$ cat config.mk
export PLATFORM = sky130hd
export DESIGN_NAME = wsps_core
export DESIGN_NICKNAME = d
export VERILOG_FILES = /design/src/rtl/wsps_pkg.sv /design/src/rtl/wsps_sync.sv /design/src/rtl/wsps_settle.sv /design/src/rtl/wsps_core.sv
export SDC_FILE = /design/constraint.sdc
export NUM_CORES = 1
export LEC_CHECK = 0
export BUFFER_PORTS_ARGS = -buffer_cell sky130_fd_sc_hd__buf_2
export CORE_MARGIN = 1.5
export CORE_UTILIZATION = 40
export DETAILED_ROUTE_END_ITERATION = 8
export PLACE_DENSITY = 0.65
export SYNTH_ARGS = -nofsm -noshare
export SYNTH_HDL_FRONTEND = slang
export SYNTH_SLANG_ARGS = --single-unit
$ cat constraint.sdc
create_clock -name i_ref_clk -period 4.2 [get_ports i_ref_clk]
set_clock_uncertainty 0.2 [all_clocks]
set_input_delay 0.63 -clock i_ref_clk [delete_from_list [all_inputs] [get_ports i_ref_clk]]
set_output_delay 0.63 -clock i_ref_clk [all_outputs]
set_load 0.02 [all_outputs]
$ cat src/rtl/wsps_pkg.sv
/*
 * Shared constants and types of the wait/stop power-saving sequencer.
 * Assumes a single main clock and an 8-bit data-space write port from the core.
 */
package wsps_pkg;

    // ************************************************
    // interrupt option register
    // ************************************************
    localparam logic [7:0] IOR_ADDR = 8'hc8;
    localparam int GEN_BIT = 4;
    localparam logic GEN_RST = 1'b0;

    // ************************************************
    // timing
    // ************************************************
    // plain default; size it to the slowest resonator in use
    localparam int SETTLE_CYC = 4096;
    localparam int SYNC_STAGES = 2;

    // ************************************************
    // enumerations
    // ************************************************
    typedef enum logic [1:0] {
        CTX_MAIN = 2'b00,
        CTX_IRQ = 2'b01,
        CTX_NMI = 2'b10
    } wsps_ctx_t;

    typedef enum logic [1:0] {
        ST_RUN = 2'b00,
        ST_WAIT = 2'b01,
        ST_STOP = 2'b10,
        ST_SETTLE = 2'b11
    } wsps_state_t;

    // ************************************************
    // carriers
    // ************************************************
    typedef struct packed {
        logic instr_end;
        logic wait_exec;
        logic stop_exec;
        wsps_ctx_t ctx;
    } wsps_core_t;

    typedef struct packed {
        logic valid;
        logic wake_nmi;
        logic run_isr;
        wsps_ctx_t ctx;
    } wsps_resume_t;

    localparam wsps_resume_t RESUME_RST = '{1'b0, 1'b0, 1'b0, CTX_MAIN};

endpackage

$ cat src/rtl/wsps_sync.sv
/*
 * Two-flop level synchroniser for pins entering the main clock domain.
 * Assumes the inputs are slow levels; narrow glitches may be missed.
 */
`timescale 1ns/1ps
module wsps_sync #(
    parameter int W = 1
) (
    // clock and reset
    input wire logic i_clk,
    input wire logic i_rst,
    // data
    input wire logic [W-1:0] i_d,
    output logic [W-1:0] o_q
);

    logic [W-1:0] meta_q;
    logic [W-1:0] meta_d;
    logic [W-1:0] sync_q;
    logic [W-1:0] sync_d;

    always_comb begin
        meta_d = i_d;
        sync_d = meta_q;
    end

    always_ff @(posedge i_clk or posedge i_rst) begin
        if (i_rst) begin
            meta_q <= '0;
            sync_q <= '0;
        end else begin
            meta_q <= meta_d;
            sync_q <= sync_d;
        end
    end

    assign o_q = sync_q;

endmodule // wsps_sync

$ cat src/rtl/wsps_settle.sv
/*
 * Oscillator settling timer started on wake-up from stop.
 * Assumes the counting clock is the restarted main oscillator.
 */
`timescale 1ns/1ps
module wsps_settle #(
    parameter int CYC = 4096
) (
    // clock and reset
    input wire logic i_clk,
    input wire logic i_rst,
    // control
    input wire logic i_start,
    output logic o_busy,
    output logic o_done
);

    localparam int CW = $clog2(CYC + 1);
    localparam logic [CW-1:0] CYC_V = CW'(CYC);
    localparam logic [CW-1:0] ONE = CW'(1);

    logic [CW-1:0] cnt_q;
    logic [CW-1:0] cnt_d;

    always_comb begin
        cnt_d = cnt_q;
        if (i_start) begin
            cnt_d = CYC_V;
        end else if (cnt_q != '0) begin
            cnt_d = cnt_q - ONE;
        end
    end

    always_ff @(posedge i_clk or posedge i_rst) begin
        if (i_rst) begin
            cnt_q <= '0;
        end else begin
            cnt_q <= cnt_d;
        end
    end

    assign o_busy = (cnt_q != '0);
    // last counted cycle; a start while busy reloads the count, the caller does not gate it
    assign o_done = (cnt_q == ONE);

endmodule // wsps_settle

$ cat src/rtl/wsps_core.sv
/*
 * Wait/stop power-saving sequencer: entry, wake-up, settling and resume.
 * Assumes the core pulses instr_end once per instruction with the exec
 * flags and context valid in that cycle, and that peripheral requests
 * are on this clock while the nmi and external request arrive on pins.
 */
// Summary of operation
// RULE1 - wait instruction enters idle at once
// RULE2 - oscillator and peripherals run during wait
// RULE3 - no settling delay leaving wait
// RULE4 - stop becomes wait while watchdog active
// RULE5 - stop halts oscillator, external wake only
// RULE6 - settling delay before first instruction
// RULE7 - ram and registers kept in both states
// RULE8 - reset in sleep runs normal reset
// RULE9 - main context runs waking isr
// RULE10 - nmi context resumes, stays nmi
// RULE11 - irq context plus normal wake resumes
// RULE12 - irq context plus nmi runs nmi first
// RULE13 - global enable clear blocks every wake
// RULE14 - pending enabled request skips sleep instruction
// RULE15 - wake leaves oscillator selection untouched
// RULE16 - software powers peripherals down before stop
// RULE17 - global enable bit four at c8
// RULE18 - requests sampled at instruction end
// RULE19 - settling counter length is a parameter
// RULE20 - single resume pulse carries wake class
`timescale 1ns/1ps
module wsps_core #(
    parameter int SETTLE_CYC = wsps_pkg::SETTLE_CYC,
    parameter int NIRQ = 4
) (
    // clock and reset
    input wire logic i_ref_clk,
    input wire logic i_rst,
    // core sequencer
    input wire wsps_pkg::wsps_core_t i_core,
    input wire logic i_ior_wr,
    input wire logic [7:0] i_ior_addr,
    input wire logic [7:0] i_ior_data,
    // interrupt sources
    input wire logic [NIRQ-1:0] i_irq_req,
    input wire logic i_nmi_pin,
    input wire logic i_ext_irq_pin,
    // watchdog and oscillator
    input wire logic i_wdg_hw_en,
    input wire logic i_wdg_sw_en,
    input wire logic i_wdg_rst,
    input wire logic [1:0] i_osc_sel,
    // to the core
    output logic o_halt,
    output logic o_skip,
    output logic o_branch,
    output logic o_reset_proc,
    output wsps_pkg::wsps_resume_t o_resume,
    // to the clock system and memories
    output logic o_osc_en,
    output logic o_periph_en,
    output logic o_retain,
    output logic [1:0] o_osc_sel,
    // status
    output logic o_gen,
    output wsps_pkg::wsps_state_t o_state
);

    // ************************************************
    // declarations
    // ************************************************
    wsps_pkg::wsps_state_t st_q;
    wsps_pkg::wsps_state_t st_d;
    wsps_pkg::wsps_ctx_t ctx_q;
    wsps_pkg::wsps_ctx_t ctx_d;
    wsps_pkg::wsps_resume_t res_q;
    wsps_pkg::wsps_resume_t res_d;
    logic gen_q;
    logic gen_d;
    logic wnmi_q;
    logic wnmi_d;
    logic [1:0] osel_q;
    logic [1:0] osel_d;
    logic skip_q;
    logic skip_d;
    logic br_q;
    logic br_d;
    logic rstp_q;
    logic rstp_d;
    // pins, two flops after the pad
    logic [1:0] pin_s;
    logic nmi_s;
    logic ext_s;
    logic wdg_on;
    logic irq_any;
    logic ior_hit;
    logic pend;
    logic wake_wait;
    logic wake_stop;
    logic set_start;
    logic set_busy;
    logic set_done;

    // ************************************************
    // helpers
    // ************************************************
    // waking isr only from main, or nmi breaking into an irq routine
    function automatic logic run_isr(input wsps_pkg::wsps_ctx_t c,
                                     input logic nmi);
        logic r;
        r = 1'b0;
        unique case (c)
            wsps_pkg::CTX_MAIN: r = 1'b1; // RULE9
            wsps_pkg::CTX_NMI: r = 1'b0; // RULE10
            wsps_pkg::CTX_IRQ: r = nmi; // RULE11 RULE12
            default: r = 1'b0;
        endcase
        return r;
    endfunction

    function automatic wsps_pkg::wsps_resume_t mk_res(
        input wsps_pkg::wsps_ctx_t c, input logic nmi);
        wsps_pkg::wsps_resume_t r;
        r.valid = 1'b1;
        r.wake_nmi = nmi;
        r.run_isr = run_isr(c, nmi);
        // context to continue in after any isr; never changed by the wake
        r.ctx = c; // RULE10 RULE11 RULE12
        return r;
    endfunction

    // ************************************************
    // pin synchronisers and settle timer
    // ************************************************
    wsps_sync #(
        .W(2)
    ) u_sync (
        .i_clk(i_ref_clk),
        .i_rst(i_rst),
        .i_d({i_nmi_pin, i_ext_irq_pin}),
        .o_q(pin_s)
    );

    assign nmi_s = pin_s[1];
    assign ext_s = pin_s[0];

    wsps_settle #(
        .CYC(SETTLE_CYC)
    ) u_settle (
        .i_clk(i_ref_clk),
        .i_rst(i_rst),
        .i_start(set_start),
        .o_busy(set_busy),
        .o_done(set_done)
    ); // RULE19

    // ************************************************
    // request qualification
    // ************************************************
    assign wdg_on = i_wdg_hw_en | i_wdg_sw_en;
    assign irq_any = |i_irq_req;
    // ext pin is a maskable request line too, so it also skips sleep
    // nmi is never masked as an interrupt, only as a wake source
    assign pend = nmi_s | (gen_q & (ext_s | irq_any)); // RULE14 RULE18
    // peripherals keep clocking in wait, so their requests count
    assign wake_wait = gen_q & (nmi_s | ext_s | irq_any); // RULE2 RULE13
    // in stop only pins can call, nothing on-chip is clocked
    assign wake_stop = gen_q & (nmi_s | ext_s); // RULE5 RULE13

    // ************************************************
    // sequencer
    // ************************************************
    always_comb begin
        st_d = st_q;
        ctx_d = ctx_q;
        wnmi_d = wnmi_q;
        res_d = wsps_pkg::RESUME_RST;
        skip_d = 1'b0;
        br_d = 1'b0;
        rstp_d = 1'b0;
        set_start = 1'b0;
        unique case (st_q)
            wsps_pkg::ST_RUN: begin
                if (i_core.instr_end) begin
                    if (pend) begin
                        br_d = 1'b1; // RULE18
                        skip_d = i_core.wait_exec | i_core.stop_exec; // RULE14
                    end else if (i_core.stop_exec && !wdg_on) begin
                        st_d = wsps_pkg::ST_STOP; // RULE5
                        ctx_d = i_core.ctx;
                    end else if (i_core.stop_exec || i_core.wait_exec) begin
                        st_d = wsps_pkg::ST_WAIT; // RULE1 RULE4
                        ctx_d = i_core.ctx;
                    end
                end
            end
            wsps_pkg::ST_WAIT: begin
                if (wake_wait) begin
                    // clock never stopped: resume straight away
                    st_d = wsps_pkg::ST_RUN; // RULE3
                    res_d = mk_res(ctx_q, nmi_s); // RULE20
                end
            end
            wsps_pkg::ST_STOP: begin
                // timer loads in the wake cycle and ends on the last settle cycle
                if (wake_stop) begin
                    st_d = wsps_pkg::ST_SETTLE;
                    wnmi_d = nmi_s;
                    set_start = 1'b1; // RULE6
                end
            end
            wsps_pkg::ST_SETTLE: begin
                // a short nmi pulse is remembered from the wake cycle
                // a watchdog reset here abandons the count; the timer runs out idle
                if (set_done) begin
                    st_d = wsps_pkg::ST_RUN; // RULE6
                    res_d = mk_res(ctx_q, wnmi_q); // RULE20
                end
            end
        endcase
        // watchdog reset overrides any wake in progress
        if (i_wdg_rst) begin
            st_d = wsps_pkg::ST_RUN; // RULE8
            ctx_d = wsps_pkg::CTX_MAIN;
            wnmi_d = 1'b0;
            res_d = wsps_pkg::RESUME_RST;
            skip_d = 1'b0;
            br_d = 1'b0;
            rstp_d = 1'b1; // RULE8
        end
    end

    always_ff @(posedge i_ref_clk or posedge i_rst) begin
        if (i_rst) begin
            st_q <= wsps_pkg::ST_RUN;
            ctx_q <= wsps_pkg::CTX_MAIN;
            wnmi_q <= 1'b0;
            res_q <= wsps_pkg::RESUME_RST;
            skip_q <= 1'b0;
            br_q <= 1'b0;
            rstp_q <= 1'b0;
        end else begin
            st_q <= st_d;
            ctx_q <= ctx_d;
            wnmi_q <= wnmi_d;
            res_q <= res_d;
            skip_q <= skip_d;
            br_q <= br_d;
            rstp_q <= rstp_d;
        end
    end

    // ************************************************
    // interrupt option register and oscillator select
    // ************************************************
    // only the enable bit is kept; the edge and level options live elsewhere
    assign ior_hit = i_ior_wr && (i_ior_addr == wsps_pkg::IOR_ADDR);

    always_comb begin
        gen_d = gen_q;
        osel_d = osel_q;
        if (ior_hit) begin
            gen_d = i_ior_data[wsps_pkg::GEN_BIT]; // RULE17
        end
        // selection only follows the core while running
        if (st_q == wsps_pkg::ST_RUN) begin
            osel_d = i_osc_sel;
        end // RULE15
        if (i_wdg_rst) begin
            gen_d = wsps_pkg::GEN_RST; // RULE8 RULE17
        end
    end

    always_ff @(posedge i_ref_clk or posedge i_rst) begin
        if (i_rst) begin
            gen_q <= wsps_pkg::GEN_RST;
            osel_q <= 2'h0;
        end else begin
            gen_q <= gen_d;
            osel_q <= osel_d;
        end
    end

    // ************************************************
    // outputs
    // ************************************************
    assign o_halt = (st_q != wsps_pkg::ST_RUN); // RULE1 RULE5
    // settle phase needs the oscillator up but no instruction yet
    assign o_osc_en = (st_q != wsps_pkg::ST_STOP); // RULE2 RULE5
    assign o_periph_en = (st_q == wsps_pkg::ST_RUN) || (st_q == wsps_pkg::ST_WAIT); // RULE2
    // tells memories and peripheral registers to hold, never clear
    assign o_retain = o_halt; // RULE7
    // pulses are registered: the core sees them one cycle after its request
    assign o_skip = skip_q;
    assign o_branch = br_q;
    assign o_reset_proc = rstp_q;
    assign o_resume = res_q;
    assign o_osc_sel = osel_q;
    assign o_gen = gen_q;
    assign o_state = st_q;

endmodule // wsps_core

==> results.ini <==
[sta]
hold_viol_final = 0
maxSlewViolCount = 0
fmax_ghz = 0.470
relSlewSlack_pct = 38.0
setup_tns_ps = 0
worstMarginPinSlew_ps = 926
min_period_over_period_pct = 50.6
fin_crit_ps = 2130
rsz0062_at_grt = no
setup_viol = 0

[logic_synthesis]
ys_warn_count = 0
synthCells = 159
syn-num-nets = 197
async_reset_ff_share_pct = 100
syn-cell-area_mm2 = 0.00166
synth_top_family_by_area = simple AND/OR/NAND/NOR gates
synth-adder-area-share_pct = 2.27
ys_ff_latch = 33
ys_seq_area_share_pct = 49.8
synth_simple_gate_area_share_pct = 28.2
synth.area.mux_share_pct = 3.78
ys.flop_type = dfrtp_1
synth_cell_types = 47
synth_area_per_cell_um2 = 10.4
synth_compound_area_share_pct = 12.6
synth-edff-count = 0
synth_xor_area_share_pct = 0.529

[critical_path]
cp-end-kind = primary output
crit_chain = or2_2 -> buf_2
cp.required_ps = 3370
critical_path_class = reg2out
critical_path.max_stage_delay_ps = 450
path_buf_inv = 1
cp-start-kind = flop
slowest_stage = dfrtp_1
regToRegSetupSlack_ps = 2130
crit_family = flip-flops
arrival_ps = 1300
crit_fanout = 7

[clock_network]
cts_resized = 0
cts_hold_repair.buffers = 0
cts.sinks = 33
cts_buffers = 5
cts_max_path_buffers = 2
cts.clk_slew.worst_paths_ps = 60
h-tree-depth = 2
clkLatencyLatePin_ps = 280
root_buffer = clkbuf_8
tritoncts = yes
postCtsSetupBuffers = 0

[die]
start_util_pct = 41.4
io_pins = 52
die_w_um = 67.4
rows = 23
design.core.area_mm2 = 0.00400
dieArea_mm2 = 0.00454
die_h_um = 67.4

[route]
drt_iter0_markers = 84
viasPerCell = 5.51
wl_per_cell_um = 13.5
dr.pass1.iters = 4
num_vias = 1411
routed_wl_um = 3450
antenna_left = 0
drc_errors = 0

[pwr]
p_leak_nw = 0.940
peakVddDrop_mv = 0.275
p_per_area_mw_per_mm2 = 503

[layout]
antenna_cells = 0
layout-drive-gt1-share_pct = 31.1
area_growth_pct = 21.3
utilization_pct = 50.2
fin_nets = 244

[grt]
grt_max_degree = 34
antenna_found_initial = 0
overflow = 0
grt_pass1_wl_um = 5820
grt_use_total_pct = 17.3
grt_pass1_vias = 1383

[run_status]
status = completed

[flow_run]
maxCapViolations = 0

[place]
io_buffers = 44
dp_hpwl_um = 2590
gp_congestion = 0.929

[worst_hold_path]
hp-class = reg2reg

==> per-layer routing <==
| metal | wire, µm | GRT usage (%) |
|---|---|---|
| met1 | 1520 | 19.3 |
| met2 | 1680 | 30.4 |
| met3 | 208 | 4.17 |
| met4 | 46 | 9.18 |
| met5 | 0 | 0 |
==> through the flow <==
stage          setup slack [ps]  total power [W]  cells  hold slack (ps)  instance area, µm²
6_report                   2070          0.00101    256              146                2010
5_1_grt                    2010          0.00108    256              152                2010
4_1_cts                    2060          0.00102    256              148                2010
3_5_place_dp               1920         0.000783    249              135                1920
3_3_place_gp               1960         0.000760    249              133                1920
2_1_floorplan              2150         0.000700    159              131                1660
==> cell type report <==
type                    count  area (µm²)
fillers                   367        1990
flip-flops and latches     33         826
inverters                   6        22.5
clock buffers               7        86.3
well taps                  50        62.6
repair buffers             45         228
multi-input cells         115         785
==> synth_stat cells, drive strengths merged, types with 2 or more instances <==
cell type,number,area share (%)
inv,6,1.4
a21oi,14,4.2
or4,7,3.6
clkbuf,3,0.68
nor4,4,2.6
nor2,12,2.9
nand2b,8,3.0
o31ai,3,1.4
mux2i,4,2.4
nand2,7,1.6
o211ai,2,0.91
nand3,2,0.60
ha,3,2.3
or4b,2,1.2
dfrtp,33,50
nand4,6,2.3
o21ai,5,1.5
nor3b,3,1.4
nor3,4,1.9
mux2,2,1.4
and3,3,1.1
buf,2,0.76
or2,4,1.5
or3,4,1.6
==> sequential cells by signal, indices dropped and copies added (netlist names) <==
name / cells
o_branch: 1
o_resume: 5
o_reset_proc: 1
u_sync.meta_q: 2
u_sync.o_q: 2
o_state: 2
wnmi_q: 1
o_gen: 1
ctx_q: 2
o_skip: 1
o_osc_sel: 2
u_settle.cnt_q: 13
==> logic make-up (layout without fill, tap and decap cells) <==
family | count (synthesis) | count (layout)
and+or+nand+nor | 72 | 72
DFF | 33 | 33
adders and majority gates | 3 | 3
AOI/OAI and AO/OA | 33 | 33
buffers and inverters | 11 | 58
xor gates and xnor gates | 1 | 1
muxes | 6 | 6
==> final timing paths <==
kind                                   startpoint             to  cells past startpoint
min in group asynchronous                   i_rst    o_resume[3]                      3
worst min register to register   u_sync.meta_q[0]  u_sync.o_q[0]                      0
worst min-delay path             u_sync.meta_q[0]  u_sync.o_q[0]                      0
max in group asynchronous                   i_rst          o_gen                      3
worst max register to register  u_settle.cnt_q[6]    o_resume[2]                      4
worst max-delay path                   o_state[0]         o_halt                      2
==> worst reg2reg max path: stages, from the launching register on <==
cell       delay, ps
dfrtp_1          440
nor4_2           470
and4_1           340
a31oi_1          140
a2111oi_1        360
==> cell usage in the layout (no fill, tap or decap), drive strengths merged, types with 2 or more instances in the layout <==
master / synthesis / final
nand2b: 8 / 8
ha: 3 / 3
nand3: 2 / 2
nor2: 12 / 12
nor3: 4 / 4
or4b: 2 / 2
or3: 4 / 4
o21ai: 5 / 5
or2: 4 / 4
clkbuf: 3 / 7
mux2i: 4 / 4
nor4: 4 / 4
nand4: 6 / 6
a21oi: 14 / 14
o211ai: 2 / 2
inv: 6 / 6
o31ai: 3 / 3
buf: 2 / 45
and3: 3 / 3
dfrtp: 33 / 33
nor3b: 3 / 3
or4: 7 / 7
nand2: 7 / 7
mux2: 2 / 2
==> report_power, final <==
group,switching [W],total (W),internal (W)
Clock,0.000103,0.000233,0.000130
Combinational,0.000169,0.000305,0.000137
Sequential,0.0000846,0.000473,0.000388
Power figures use the tool's default switching activity.
